## src/aosw_consts.svh

```systemverilog
`ifndef AOSW_CONSTS_SVH
`define AOSW_CONSTS_SVH

// ==========================================================
// status word layout
`define AOSW_WORD_W        16
`define AOSW_BIT_BUSY      0
`define AOSW_BIT_RD_DONE   1
`define AOSW_BIT_WR_DONE   2
`define AOSW_BIT_INVALID   3
`define AOSW_BIT_CONV_ERR  4
`define AOSW_BIT_SPEED     5
`define AOSW_BIT_LIMIT     8
`define AOSW_BIT_SUPPLY    9
`define AOSW_BIT_PULSE     11
`define AOSW_BIT_UNIT_OK   12
`define AOSW_RSVD_MASK     16'he4c0
`define AOSW_WORD_RST      16'h0000
`define AOSW_CFG_RST       16'h0000

// ==========================================================
// heartbeat timing
`define AOSW_CLK_KHZ       50000
`define AOSW_HB_HALF_MS    500
`define AOSW_HB_CNT_W      25

`endif

```

## src/aosw_pkg.sv

```systemverilog
package aosw_pkg;

	// ==========================================================
	// transfer state of the block read / write handshake
	typedef enum logic [1:0] {
		AOSW_IDLE,
		AOSW_READ,
		AOSW_WRITE
	} aosw_xfer_e;

	// one data word delivered by a block write instruction
	typedef struct packed {
		logic [15:0] data;
		logic        invalid;
	} aosw_wr_s;

	// configured conversion limits
	typedef struct packed {
		logic [15:0] upper;
		logic [15:0] lower;
	} aosw_limits_s;

endpackage

```

## src/aosw_heartbeat.sv

```systemverilog
`timescale 1ns/1ps
`include "aosw_consts.svh"

module aosw_heartbeat #(
	parameter int unsigned HALF_CYCLES = `AOSW_HB_HALF_MS * `AOSW_CLK_KHZ
) (
	input  wire logic ref_clk_i,
	input  wire logic nrst_i,
	input  wire logic pause_i,
	output logic      pulse_o
);

	logic [`AOSW_HB_CNT_W-1:0] cnt_reg;
	logic                      last_cnt;

	localparam logic [`AOSW_HB_CNT_W-1:0] LAST =
		`AOSW_HB_CNT_W'(HALF_CYCLES - 1);

	assign last_cnt = (cnt_reg == LAST);

	// ==========================================================
	// half period counter; frozen during a pause so the phase
	// carries on where it stopped instead of restarting
	always_ff @(posedge ref_clk_i or negedge nrst_i) begin
		if (!nrst_i) begin
			cnt_reg <= '0;
		end else if (!pause_i) begin
			cnt_reg <= last_cnt ? '0 : cnt_reg + 1'b1;
		end
	end

	// level flips at the end of every half period
	always_ff @(posedge ref_clk_i or negedge nrst_i) begin
		if (!nrst_i) begin
			pulse_o <= 1'b0;
		end else if (!pause_i && last_cnt) begin
			pulse_o <= ~pulse_o;
		end
	end
endmodule // aosw_heartbeat

```

## src/aosw_status_word.sv

```systemverilog
// Notes on behaviour
// - busy, read-complete, write-complete bits 0-2 follow block transfers.
// - invalid write sets bit 3; next valid write clears it.
// - invalid or erroneous data is dropped; previous configuration stays.
// - conversion error sets bit 4; next valid write clears it.
// - bit 5 shows speed mode: 0 normal, 1 high speed.
// - bit 8 set when written data is above upper or below lower limit.
// - bit 8 cleared when written data lies within the limits.
// - bit 9 high while the external supply is present.
// - bit 11 toggles at 1 Hz, 0.5 s high, 0.5 s low.
// - heartbeat pauses during a nonvolatile write, resumes after.
// - bit 12 set on diagnostic pass, cleared on internal fault.
`timescale 1ns/1ps
`include "aosw_consts.svh"

module aosw_status_word #(
	parameter int unsigned HB_HALF_CYCLES =
		`AOSW_HB_HALF_MS * `AOSW_CLK_KHZ
) (
	input  wire logic                   ref_clk_i,
	input  wire logic                   nrst_i,
	input  wire logic                   xfer_start_i,
	input  wire logic                   xfer_is_write_i,
	input  wire logic                   xfer_end_i,
	input  wire logic                   block_write_instruction_i,
	input  wire aosw_pkg::aosw_wr_s     wr_i,
	input  wire logic                   conv_err_i,
	input  wire aosw_pkg::aosw_limits_s limits_i,
	input  wire logic                   speed_high_i,
	input  wire logic                   ext_supply_i,
	input  wire logic                   nvm_write_busy_i,
	input  wire logic                   diag_pass_i,
	input  wire logic                   diag_fault_i,
	output logic [`AOSW_WORD_W-1:0]     unit_status_word_o,
	output logic [`AOSW_WORD_W-1:0]     applied_cfg_o,
	output logic                        apply_o
);

	aosw_pkg::aosw_xfer_e xfer_reg;
	logic                 rd_done_reg;
	logic                 wr_done_reg;
	logic                 invalid_reg;
	logic                 conv_err_reg;
	logic                 limit_reg;
	logic                 unit_ok_reg;
	logic                 pulse_lvl;
	logic                 busy;
	logic                 good_wr;
	logic                 bad_wr;
	logic                 in_range;
	logic [`AOSW_WORD_W-1:0] word_next;

	// window test, shared by the flag logic and its checks
	function automatic logic within_limits(
		input logic [15:0]          d,
		input aosw_pkg::aosw_limits_s l
	);
		within_limits = (d <= l.upper) && (d >= l.lower);
	endfunction

	// ==========================================================
	// write classification
	// a conversion error in the same cycle spoils the word too
	assign bad_wr   = block_write_instruction_i &&
		(wr_i.invalid || conv_err_i);
	assign good_wr  = block_write_instruction_i && !bad_wr;
	assign in_range = within_limits(wr_i.data, limits_i);
	assign busy     = (xfer_reg != aosw_pkg::AOSW_IDLE);

	// ==========================================================
	// handshake state of the block transfer instructions
	always_ff @(posedge ref_clk_i or negedge nrst_i) begin
		if (!nrst_i) begin
			xfer_reg <= aosw_pkg::AOSW_IDLE;
		end else begin
			case (xfer_reg)
				aosw_pkg::AOSW_IDLE: begin
					if (xfer_start_i) begin
						xfer_reg <= xfer_is_write_i ?
							aosw_pkg::AOSW_WRITE : aosw_pkg::AOSW_READ;
					end
				end
				aosw_pkg::AOSW_READ,
				aosw_pkg::AOSW_WRITE: begin
					if (xfer_end_i) begin
						xfer_reg <= aosw_pkg::AOSW_IDLE;
					end
				end
				default: begin
					xfer_reg <= aosw_pkg::AOSW_IDLE;
				end
			endcase
		end
	end

	// completion flags stand until the next transfer begins
	always_ff @(posedge ref_clk_i or negedge nrst_i) begin
		if (!nrst_i) begin
			rd_done_reg <= 1'b0;
			wr_done_reg <= 1'b0;
		end else if (busy && xfer_end_i) begin
			rd_done_reg <= (xfer_reg == aosw_pkg::AOSW_READ);
			wr_done_reg <= (xfer_reg == aosw_pkg::AOSW_WRITE);
		end else if (!busy && xfer_start_i) begin
			rd_done_reg <= 1'b0;
			wr_done_reg <= 1'b0;
		end
	end

	// ==========================================================
	// data error flags; a set always beats a clear
	always_ff @(posedge ref_clk_i or negedge nrst_i) begin
		if (!nrst_i) begin
			invalid_reg <= 1'b0;
		end else if (block_write_instruction_i && wr_i.invalid) begin
			invalid_reg <= 1'b1;
		end else if (good_wr) begin
			invalid_reg <= 1'b0;
		end
	end

	always_ff @(posedge ref_clk_i or negedge nrst_i) begin
		if (!nrst_i) begin
			conv_err_reg <= 1'b0;
		end else if (conv_err_i) begin
			conv_err_reg <= 1'b1;
		end else if (good_wr) begin
			conv_err_reg <= 1'b0;
		end
	end

	// limit flag judged only on data actually taken
	always_ff @(posedge ref_clk_i or negedge nrst_i) begin
		if (!nrst_i) begin
			limit_reg <= 1'b0;
		end else if (good_wr) begin
			limit_reg <= !in_range;
		end
	end

	// ==========================================================
	// configuration: bad words never reach it, so the last good
	// setting keeps driving the output stage
	always_ff @(posedge ref_clk_i or negedge nrst_i) begin
		if (!nrst_i) begin
			applied_cfg_o <= `AOSW_CFG_RST;
			apply_o       <= 1'b0;
		end else begin
			apply_o <= good_wr;
			if (good_wr) begin
				applied_cfg_o <= wr_i.data;
			end
		end
	end

	// ==========================================================
	// self diagnostic; a fault outranks a pass in the same cycle
	// so a broken unit can never look healthy
	always_ff @(posedge ref_clk_i or negedge nrst_i) begin
		if (!nrst_i) begin
			unit_ok_reg <= 1'b0;
		end else if (diag_fault_i) begin
			unit_ok_reg <= 1'b0;
		end else if (diag_pass_i) begin
			unit_ok_reg <= 1'b1;
		end
	end

	// ==========================================================
	// heartbeat
	aosw_heartbeat #(
		.HALF_CYCLES (HB_HALF_CYCLES)
	) u_heartbeat (
		.ref_clk_i (ref_clk_i),
		.nrst_i    (nrst_i),
		.pause_i   (nvm_write_busy_i),
		.pulse_o   (pulse_lvl)
	);

	// ==========================================================
	// word assembly; reserved positions stay zero
	always_comb begin
		word_next                     = `AOSW_WORD_RST;
		word_next[`AOSW_BIT_BUSY]     = busy;
		word_next[`AOSW_BIT_RD_DONE]  = rd_done_reg;
		word_next[`AOSW_BIT_WR_DONE]  = wr_done_reg;
		word_next[`AOSW_BIT_INVALID]  = invalid_reg;
		word_next[`AOSW_BIT_CONV_ERR] = conv_err_reg;
		word_next[`AOSW_BIT_SPEED]    = speed_high_i;
		word_next[`AOSW_BIT_LIMIT]    = limit_reg;
		word_next[`AOSW_BIT_SUPPLY]   = ext_supply_i;
		word_next[`AOSW_BIT_PULSE]    = pulse_lvl;
		word_next[`AOSW_BIT_UNIT_OK]  = unit_ok_reg;
	end

	// registered so the host never samples a mid-update word
	always_ff @(posedge ref_clk_i or negedge nrst_i) begin
		if (!nrst_i) begin
			unit_status_word_o <= `AOSW_WORD_RST;
		end else begin
			unit_status_word_o <= word_next;
		end
	end
endmodule // aosw_status_word

```

## config.mk

```make
export PLATFORM = sky130hd
export DESIGN_NAME = aosw_status_word
export DESIGN_NICKNAME = d
export VERILOG_FILES = /design/src/aosw_pkg.sv /design/src/aosw_heartbeat.sv /design/src/aosw_status_word.sv
export VERILOG_INCLUDE_DIRS = /design/src
export SDC_FILE = /design/constraint.sdc
export NUM_CORES = 1
export LEC_CHECK = 0
export BUFFER_PORTS_ARGS = -buffer_cell sky130_fd_sc_hd__clkbuf_2
export CAP_MARGIN = 20
export CORE_MARGIN = 2
export CORE_UTILIZATION = 50
export CTS_CLUSTER_DIAMETER = 150
export DETAILED_ROUTE_END_ITERATION = 10
export GPL_TIMING_DRIVEN = 0
export PLACE_DENSITY = 0.86
export SLEW_MARGIN = 15
export SYNTH_ARGS = -nofsm -noshare
export SYNTH_HDL_FRONTEND = slang
export SYNTH_HIERARCHICAL = 1
export SYNTH_SLANG_ARGS = --single-unit
```

## constraint.sdc

```tcl
create_clock -name ref_clk_i -period 5.7 [get_ports ref_clk_i]
set_input_delay 0.285 -clock ref_clk_i [delete_from_list [all_inputs] [get_ports ref_clk_i]]
set_output_delay 0.285 -clock ref_clk_i [all_outputs]
set_load 0.1 [all_outputs]
```

# After elaboration in Yosys (flattened, before gate mapping)
# Index checks and enable logic that the tools add are counted.
op_classes:
  n_lt_le_gt_ge: 2
  bitwise: 1
  n_addsub: 1
  n_eq_ne: 5
  muxes: 13
  n_reduce_logical: 20
op_table:
  columns: ["cell", "n"]
  rows:
  - ["$add 25x1->25 const B", 1]
  - ["$eq 25x25->1 const B", 1]
  - ["$mux 25", 1]
  - ["$ge 16x16->1", 1]
  - ["$le 16x16->1", 1]
  - ["$reduce_bool 2->1", 5]
  - ["$mux 1", 8]
  - ["$logic_and 1x1->1", 7]
  - ["$mux 2", 3]
  - ["$logic_not 1->1", 4]
  - ["$ne 2x2->1 const B", 2]
  - ["$pmux 2 s2", 1]
  - ["$eq 2x1->1 const B", 1]
  - ["$eq 2x2->1 const B", 1]
  - ["$logic_not 2->1", 1]
  - ["$reduce_and 2->1", 1]
  - ["$reduce_or 2->1", 1]
  - ["$logic_or 1x1->1", 1]
  - ["$not 1->1", 1]
word_totals:
  reg_bits: 61
  wordCells: 54
  output_inout_bits: 33

# Depth between registers and ports, before layout
# Gate-level depths: netlist (run 1).
depth:
  word_depth: 6
  depth_mapped: 7
  ltp_nobuf: 7

# Cells and area by module
# The synthesis (run 1) kept the hierarchy.
modules_own_cells:
  columns: ["module", "cells_each", "area_each_um2", "instances"]
  rows:
  - ["aosw_status_word", 231, 2123.3, 1]
  - ["aosw_heartbeat", 131, 1326.3, 1]

# Least setup slack after synthesis (run 1)
# OpenSTA, ideal clock, no wires.
synth_path:
  path_type: "register to register"
  start: "reg u_heartbeat.cnt_reg[7]"
  end: "reg u_heartbeat.cnt_reg[5]"
  n_path_buf: 0
  period_less_slack_ns: 1.893
  required_ns: 5.579
  setup_slack_ns: 3.807
  setup_ns: 0.121
  arrival_time_ns: 1.772
  path_stages_with_launch: 6
  cell_sequence: "dfrtp_1 -> or4_1 -> nor4_2 -> nand4_1 -> a21o_1 -> a22o_1"
synth_between:
  elab_chain_len: 2
synth_lines:
  columns: ["item", "line_no", "rtl"]
  rows:
  - ["start: declaration", "aosw_heartbeat.sv:13", "logic [`AOSW_HB_CNT_W-1:0] cnt_reg;"]
  - ["start signal: assignment", "aosw_heartbeat.sv:28", "cnt_reg <= last_cnt ? '0 : cnt_reg + 1'b1;"]
  - ["$eq 25x25->1", "aosw_heartbeat.sv:19", "assign last_cnt = (cnt_reg == LAST);"]
  - ["$mux 25", "aosw_heartbeat.sv:28", null]
# Every way passes these cells.
# A chain may end at the register's enable or synchronous reset.

# Final worst setup path (run 1)
# Same ends and word-level chain as after synthesis.

==> metrics.yaml, run 1 <==
status:
  status: "finished, final reports clean"
floorplan:
  core_area_sq_um: 6720
  initial_utilization_pct: 51.3
  io_pins: 94
  fp.dieH_um: 87.1
  num_rows: 30
  die-area_sq_um: 7580
  die_w_um: 87.1
clock_network:
  cts_setup_buffers: 0
  cts.sinks: 61
  cts_buffers: 9
  cts_resized: 0
  cts_tree: "yes"
  cts-root-buf: "clkbuf_8"
  cts_buffer_depth: 2
  clock_latency_ns: 0.33
  clk_pin_slew_ns: 0.07
  cts-htree-levels: 3
sta:
  maxSlewHeadroom_pct: 39.0
  final-setup-viol-count: 0
  rsz0062_at_grt: "no"
  fin_crit_sh_pct: 36.7
  fmax_mhz: 478
  fin_crit_ns: 2.09
  tightest_slew_ns: 0.906
  hold_violations: 0
  slew_violations: 0
  setup_tns_ns: 0
  skew_ns: 0.0108
yosys:
  synth_compound_area_share_pct: 8.45
  async_flop_share_pct: 100
  synthMostInstantiatedCell: "nand2_1"
  synth_top_family_by_area: "simple AND/OR/NAND/NOR gates"
  synth_edf_count: 0
  syn_area_per_cell_sq_um: 9.53
  synthesis.instances: 362
  synth-seq-area-share_pct: 44.3
  yosys_warnings: 6
  synth.area.mux_share_pct: 1.49
  yosys.area_share.simple_pct: 22.0
  synth_area_leaders: "dfrtp_1 (44%), ha_1 (13%), nand2_1 (7.2%), inv_1 (3.9%), xnor2_1 (2.8%)"
  synth_ff_type: "dfrtp_1"
  ys_types: 52
  synth_area_leader_cell: "dfrtp_1"
  syn-cell-area_sq_um: 3450
  synth_fa_ha_area_share_pct: 13.1
  synth_common_cells: "nand2_1 (66), dfrtp_1 (61), ha_1 (36), inv_1 (36), nor2_1 (20)"
  synth-seq-cells: 61
  synth_top_area_share_pct: 44.3
  synthXorXnorAreaFrac_pct: 4.57
worst_hold_path:
  min_from: "ext_supply_i"
  hp-class: "in -> reg"
placement:
  place_inst: 535
  place_hpwl_mm: 5.87
  io_buffers: 87
  gp_congestion: 0.857
  dpl_cell_area_sq_um: 4030
routing:
  via_per_inst: 5.26
  avgRoutedWirePerCell_um: 13.9
  wl_mm: 7.67
  ant_nets: 0
  drc: 0
  num_vias: 2902
  drtIter0Drc: 203
  first_pass_iters: 4
critical_path:
  worst-path-max-fanout: 7
  path_class: "reg -> reg"
  crit_arrival_ns: 2.30
  r2r_start: "u_heartbeat/cnt_reg[7]"
  start_kind: "flip-flop"
  required_ns: 5.91
  cp-end-kind: "flip-flop"
  critPathLaunch: "u_heartbeat/cnt_reg[7]"
layout:
  syn2layout_area_growth_pct: 23.9
  fill_cells: 551
  layout-drive-gt1-share_pct: 27.1
  finalInstanceArea_sq_um: 4280
  layout.nets: 564
  diodes: 0
  final_core_util_pct: 63.6
  largest_reg_flops: 25
  instances_no_fill: 552
power_and_ir_drop:
  leakage_uw: 0.00232
  power_density_nw_per_um2: 348
  peakVddDrop_mv: 0.217
  total_power_uw: 1490
global_route:
  grt_pass1_vias: 2965
  track_usage_pct: 22.2
  grt_max_degree: 34
  grt_antenna_before_repair: 0
  grt_pass1_wl_mm: 13.1
  gr-total-overflow: 0
job:
  maxCapViolations: 0
==> power by group <==
| group | internal (uW) | total [uW] | switching [uW] |
|---|---|---|---|
| clock network | 290 | 459 | 168 |
| registers | 497 | 546 | 48.9 |
| logic | 111 | 484 | 373 |
| total | 898 | 1490 | 590 |
==> worst paths after layout <==
check	end	slack (ns)	depth (start not counted)
setup / recovery	u_heartbeat/cnt_reg[5]	3.61	5
hold / removal	unit_status_word_o[9]	0.05	1
setup reg to reg	u_heartbeat/cnt_reg[5]	3.61	5
hold reg to reg	unit_status_word_o[12]	0.39	0
max in group asynchronous	applied_cfg_o[5]	4.74	3
min in group asynchronous	u_heartbeat/cnt_reg[0]	0.45	2
==> through the flow <==
step	setup WS (ns)	hold slack (ns)
2_1_floorplan	3.81	-0.0106
3_3_place_gp	3.63	0.363
6_report	3.61	0.0539
4_1_cts	3.60	0.0434
3_5_place_dp	3.63	0.268
5_1_grt	3.45	0.0383
==> placed cells by master, fill, tap and decap left out, drive strengths merged, types with 2 or more instances in the layout <==
| cell type | n |
|---|---|
| bufinv | 3 |
| nor4b | 2 |
| xnor2 | 11 |
| a22o | 2 |
| a21oi | 12 |
| clkbuf | 98 |
| nand4 | 11 |
| and4 | 5 |
| mux2i | 4 |
| nand3 | 18 |
| nand2b | 5 |
| a21o | 6 |
| nor3 | 4 |
| nand3b | 4 |
| nor2 | 20 |
| dfrtp | 61 |
| conb | 6 |
| xor2 | 7 |
| buf | 11 |
| nand2 | 66 |
| o21ai | 11 |
| ha | 36 |
| a211oi | 2 |
| clkinv | 2 |
| o211ai | 2 |
| and3 | 5 |
| inv | 37 |
| nand4b | 2 |
| nor4 | 2 |
==> critical path, cell delays in order (launching register included) <==
cell	delay [ns]
dfrtp_1	0.43
or4_1	0.55
nor4_2	0.23
nand4_1	0.31
a21o_1	0.24
a22o_1	0.22
==> per-layer routing <==
metal	routed length [um]	share of wire [%]	track usage, %	up-vias
li1	-	-	-	1432
met1	3280	43	28.3	1351
met2	3720	49	35.4	96
met3	447	5.8	6.16	23
met4	208	2.7	9.80	0
met5	0	0	0	-
==> timing repair <==
item | 4_1_cts | 5_1_grt
hold endpoints to repair | 28 | 0
endpoints found under the setup margin | 0 | 0
hold buffers | 1 | 0
==> area by class of cell <==
type	instances	area [sq um]	share of cell area (%)
Buffer	11	71.3	1.67
Clock inverter	6	111	2.60
Timing Repair Buffer	89	468	10.9
Tap cell	80	100	2.34
Clock buffer	10	128	2.99
Inverter	37	139	3.25
Multi-Input combinational cell	258	1730	40.5
Sequential cell	61	1530	35.7
==> cell families (layout without fill, tap and decap cells) <==
kind of cell / after synthesis / count (layout)
AO/OA/AOI/OAI: 43 / 43
XOR/XNOR: 18 / 18
adder cells (fa/ha/maj): 36 / 36
buffers and inverters: 48 / 153
flip-flops: 61 / 61
multiplexers: 5 / 5
other: 1 / 6
AND/OR/NAND/NOR: 150 / 150
Power figures use the tool's default switching activity.
==> run 2, diff against run 1 <==
Clock period 5.7 ns to 2.1 ns, I/O delays scaled along.
==> run 2 against run 1 <==
  * Critical path depth unchanged
  * Via count rose by 3.2%
  * Die area unchanged
  * Clock skew down 0.00064 ns
  * Setup slack lost 3.5 ns
  * Sequential share of layout area fell by 0.76 points
  * Non-clock buffer count rose by 8
  * Largest power group unchanged
  * Critical path type unchanged
  * Maximum frequency up 5.8%
  * Wire length grew 3.3%
  * Design area up 2.2%
==> metrics.yaml, run 2 (same netlist as run 1, synthesis figures left out) <==
placement:
  gp_congestion: 0.857
  io_buffers: 87
  dpl_cell_area_sq_um: 4030
  place_hpwl_mm: 5.87
clock_network:
  cts.sinks: 61
  cts_tree: "yes"
  cts-htree-levels: 3
  cts-root-buf: "clkbuf_8"
  cts_buffer_depth: 2
  clk_pin_slew_ns: 0.07
  cts_buffers: 9
  clock_latency_ns: 0.34
floorplan:
  core_area_sq_um: 6720
  io_pins: 94
  fp.dieH_um: 87.1
  die_w_um: 87.1
  initial_utilization_pct: 51.3
  die-area_sq_um: 7580
  num_rows: 30
critical_path:
  reg2reg_slack_ns: 0.12
  crit_arrival_ns: 2.19
  r2r-end: "u_heartbeat/cnt_reg[5]"
  start_kind: "flip-flop"
  required_ns: 2.32
  worst-path-max-fanout: 5
  cp-end-kind: "flip-flop"
  r2r_cells: 5
  r2r_start: "u_heartbeat/cnt_reg[7]"
  path_class: "reg -> reg"
sta:
  setup_tns_ns: 0
  skew_ns: 0.0102
  fin_hold_ws_ns: 0.0133
  maxSlewHeadroom_pct: 59.8
  rsz0062_at_grt: "no"
  fin_crit_ns: 1.98
  final-setup-viol-count: 0
  hold_violations: 0
  fin_crit_sh_pct: 94.1
  tightest_slew_ns: 0.597
  fmax_mhz: 506
  slew_violations: 0
worst_hold_path:
  hold_depth: 3
  hp-class: "in -> reg"
  min_from: "wr_i[4]"
  hold_path_end: "applied_cfg_o[3]"
power_and_ir_drop:
  peakVddDrop_mv: 0.594
  power_density_nw_per_um2: 928
  switching_power_uw: 1610
  seqPwrFrac_pct: 36.6
  switching_share_pct: 39.7
  internal-power_uw: 2450
  leakage_uw: 0.00236
  p_comb_share_pct: 32.8
  total_power_uw: 4050
  p_clk_share_pct: 30.6
layout:
  final_core_util_pct: 65.0
  layout-drive-gt1-share_pct: 27.5
  fill_cells: 529
  mostFrequentLayoutCells: "clkbuf_2 (86), nand2_1 (66), dfrtp_1 (61), inv_1 (36), ha_1 (36)"
  seq_area_sq_um: 1530
  finalInstanceArea_sq_um: 4370
  syn2layout_area_growth_pct: 26.6
  diodes: 0
  largest_reg_flops: 25
  layout.nets: 572
  final_common_cell: "clkbuf_2"
  multi_input_area_sq_um: 1750
routing:
  num_vias: 2995
  avgRoutedWirePerCell_um: 14.1
  wl_mm: 7.92
  drc: 0
  via_per_inst: 5.35
  first_pass_iters: 4
  ant_nets: 0
  drtIter0Drc: 226
global_route:
  track_usage_pct: 22.9
  gr-total-overflow: 0
  grt_pass1_wl_mm: 13.5
  grt_pass1_vias: 3034
  grt_max_degree: 34
  grt_antenna_before_repair: 0
status:
  status: "finished, final reports clean"
job:
  maxCapViolations: 0
## run 2: worst max path at each step
| stage | from | endpoint | slack (ns) | cells past startpoint |
|---|---|---|---|---|
| 6_report | u_heartbeat/cnt_reg[7] | u_heartbeat/cnt_reg[5] | 0.12 | 5 |
| 2_1_floorplan | u_heartbeat/cnt_reg[7] | u_heartbeat/cnt_reg[5] | 0.21 | 5 |
| 3_3_place_gp | u_heartbeat/cnt_reg[7] | u_heartbeat/cnt_reg[5] | 0.03 | 5 |
| 4_1_cts | u_heartbeat/cnt_reg[7] | u_heartbeat/cnt_reg[5] | 0.005 | 5 |
| 5_1_grt | u_heartbeat/cnt_reg[2] | u_heartbeat/cnt_reg[24] | 0.006 | 5 |
| 3_5_place_dp | u_heartbeat/cnt_reg[7] | u_heartbeat/cnt_reg[5] | 0.03 | 5 |
## run 2: final cells by class
type	count	area share [%]
plain buffers	11	1.63
clock inverters	6	2.55
well taps	80	2.29
flip-flops and latches	61	34.9
clock buffers	10	2.92
multi-input cells	258	40.0
inverters	37	3.18
repair buffers	97	12.4
## run 2: metrics by stage
| step | setup WS (ns) | instances |
|---|---|---|
| after floorplan | 0.207 | 367 |
| after global placement | 0.0318 | 534 |
| after detailed placement | 0.0259 | 535 |
| after CTS | 0.00459 | 558 |
| after global routing | 0.00603 | 560 |
| final | 0.124 | 560 |
## run 2: worst max-delay path, stage by stage (launching register included)
cell and delay [ns]:
dfrtp_1 0.43, or4_1 0.59, nor4_4 0.19, nand4_1 0.23, a21o_1 0.21, a22o_1 0.22
## run 2: power by group through the flow
stage	Combinational (uW)	Clock [uW]	Sequential (uW)
after detailed placement	1310	0	1500
after global routing	1420	1340	1500
final	1330	1240	1480
after floorplan	402	0	2090
after CTS	1330	1270	1480
after global placement	1260	0	1490
## run 2: layer usage
metal / vias up / part of all wire, % / track usage (%)
met5: - / 0 / 0
met1: 1416 / 42 / 28.5
met2: 101 / 49 / 36.7
met4: 0 / 3.4 / 10.7
met3: 26 / 5.8 / 6.54
li1: 1452 / - / -
## run 2: timing repair
item / in CTS / in global routing
hold buffers: 7 / 0
endpoints found under the setup margin: 1 / 6
endpoints found under the hold margin: 33 / 0
buffers inserted: 0 / 2
gates resized for setup: 1 / 2
pin swaps: 0 / 1
==> run 3, diff against run 2 <==
==> constraint.sdc (replaced) <==
create_clock -name ref_clk_i -period 2.1 [get_ports ref_clk_i]
set_input_delay 0.315 -clock ref_clk_i [delete_from_list [all_inputs] [get_ports ref_clk_i]]
set_output_delay 0.315 -clock ref_clk_i [all_outputs]
set_load 0.1 [all_outputs]
==> run 3 against run 2 <==
  * Die area unchanged
  * Count of clock-buffer cells in the layout unchanged
  * Register-to-register slack about the same
  * Critical path depth unchanged
  * Sequential cell count unchanged
  * Total power down 0.30%
  * Sequential power about the same
  * Setup slack better by 0.0018 ns
  * Maximum frequency about the same
  * Combinational power about the same
  * Largest cell class unchanged
  * Largest power group unchanged
==> metrics.yaml, run 3 (same netlist as run 1, synthesis figures left out) <==
status:
  status: "finished, final reports clean"
placement:
  gp_congestion: 0.857
  place_hpwl_mm: 5.87
  io_buffers: 87
  dpl_cell_area_sq_um: 4030
  place_ws_ns: 0.0259
sta:
  fin_crit_ns: 1.97
  tightest_slew_ns: 0.600
  fmax_mhz: 507
  maxSlewHeadroom_pct: 59.7
  setup_tns_ns: 0
  final-setup-viol-count: 0
  slew_violations: 0
  skew_ns: 0.0108
  fin_ws_ns: 0.126
  fin_crit_sh_pct: 94.0
  hold_violations: 0
  rsz0062_at_grt: "no"
critical_path:
  reg2reg_slack_ns: 0.13
  required_ns: 2.31
  r2r_cells: 5
  worst-path-max-fanout: 5
  crit_arrival_ns: 2.19
  start_kind: "flip-flop"
  r2r_start: "u_heartbeat/cnt_reg[7]"
  path_class: "reg -> reg"
  r2r-end: "u_heartbeat/cnt_reg[5]"
  cp-end-kind: "flip-flop"
power_and_ir_drop:
  switching_power_uw: 1600
  p_clk_share_pct: 30.8
  switching_share_pct: 39.7
  leakage_uw: 0.00234
  peakVddDrop_mv: 0.589
  seqPwrFrac_pct: 36.7
  power_density_nw_per_um2: 938
  p_comb_share_pct: 32.6
  internal-power_uw: 2440
routing:
  drc: 0
  avgRoutedWirePerCell_um: 13.9
  via_per_inst: 5.28
  wl_mm: 7.72
  num_vias: 2925
  first_pass_iters: 4
  ant_nets: 0
  drtIter0Drc: 201
clock_network:
  cts-root-buf: "clkbuf_8"
  cts-htree-levels: 3
  cts_buffers: 9
  cts.sinks: 61
  clock_latency_ns: 0.33
  cts_buffer_depth: 2
  clk_pin_slew_ns: 0.07
  cts_tree: "yes"
layout:
  final_common_cell: "clkbuf_2"
  diodes: 0
  syn2layout_area_growth_pct: 24.9
  layout-drive-gt1-share_pct: 27.8
  mostFrequentLayoutCells: "clkbuf_2 (86), nand2_1 (66), dfrtp_1 (61), inv_1 (36), ha_1 (36)"
  layout.nets: 566
  largest_reg_flops: 25
  finalInstanceArea_sq_um: 4310
floorplan:
  num_rows: 30
  die-area_sq_um: 7580
  die_w_um: 87.1
  initial_utilization_pct: 51.3
  fp.dieH_um: 87.1
  io_pins: 94
  core_area_sq_um: 6720
global_route:
  grt_max_degree: 34
  grt_pass1_wl_mm: 13.1
  grt_pass1_vias: 2965
  grt_antenna_before_repair: 0
  track_usage_pct: 22.2
  gr-total-overflow: 0
worst_hold_path:
  min_from: "ext_supply_i"
  hold_path_end: "unit_status_word_o[9]"
  hp-class: "in -> reg"
  hold_depth: 1
job:
  maxCapViolations: 0
run 3: area by class of cell:
cell class / count / area (sq um)
Sequential cell: 61 / 1530
Inverter: 37 / 139
Tap cell: 80 / 100
Timing Repair Buffer: 91 / 483
Buffer: 11 / 71.3
Clock inverter: 6 / 111
Fill cell: 546 / 2410
Multi-Input combinational cell: 258 / 1750
Clock buffer: 10 / 128
run 3: what timing repair did:
action,CTS,global route
resized for setup,1,2
buffers inserted,0,2
hold buffers,1,0
pin swaps,0,1
setup endpoints to repair,1,6
endpoints found under the hold margin,28,0
run 3: worst max-delay path, stage by stage (launching register included):
cell and delay (ns):
dfrtp_1 0.43, or4_1 0.59, nor4_4 0.19, nand4_1 0.22, a21o_1 0.21, a22o_1 0.22
run 3: power by group through the flow:
stage | Clock [uW] | Combinational (uW) | Sequential [uW]
2_1_floorplan | 0 | 402 | 2090
3_3_place_gp | 0 | 1260 | 1490
3_5_place_dp | 0 | 1310 | 1500
4_1_cts | 1270 | 1320 | 1480
5_1_grt | 1330 | 1410 | 1510
6_report | 1240 | 1320 | 1480
run 3: per-stage QoR:
stage / hold slack [ns] / power [uW] / utilization [%] / instances
2_1_floorplan: 0.0194 / 2500 / - / 367
6_report: 0.0844 / 4040 / 64.1 / 554
3_5_place_dp: 0.298 / 2810 / 59.9 / 535
3_3_place_gp: 0.363 / 2750 / 59.6 / 534
5_1_grt: 0.0683 / 4240 / 64.1 / 554
4_1_cts: 0.0734 / 4060 / 63.7 / 552
run 3: how the worst max path moves through the flow:
| stage | cells after the start | endpoint | slack, ns | startpoint |
|---|---|---|---|---|
| 2_1_floorplan | 5 | u_heartbeat/cnt_reg[5] | 0.21 | u_heartbeat/cnt_reg[7] |
| 3_3_place_gp | 5 | u_heartbeat/cnt_reg[5] | 0.03 | u_heartbeat/cnt_reg[7] |
| 3_5_place_dp | 5 | u_heartbeat/cnt_reg[5] | 0.03 | u_heartbeat/cnt_reg[7] |
| 4_1_cts | 5 | u_heartbeat/cnt_reg[5] | 0.005 | u_heartbeat/cnt_reg[7] |
| 5_1_grt | 5 | u_heartbeat/cnt_reg[24] | 0.007 | u_heartbeat/cnt_reg[2] |
| 6_report | 5 | u_heartbeat/cnt_reg[5] | 0.13 | u_heartbeat/cnt_reg[7] |
run 3: layer usage:
layer | track usage (%) | vias to the layer above | wire length (um)
li1 | - | 1442 | -
met3 | 6.16 | 23 | 442
met5 | 0 | - | 0
met4 | 9.80 | 0 | 208
met2 | 35.4 | 87 | 3780
met1 | 28.3 | 1373 | 3290
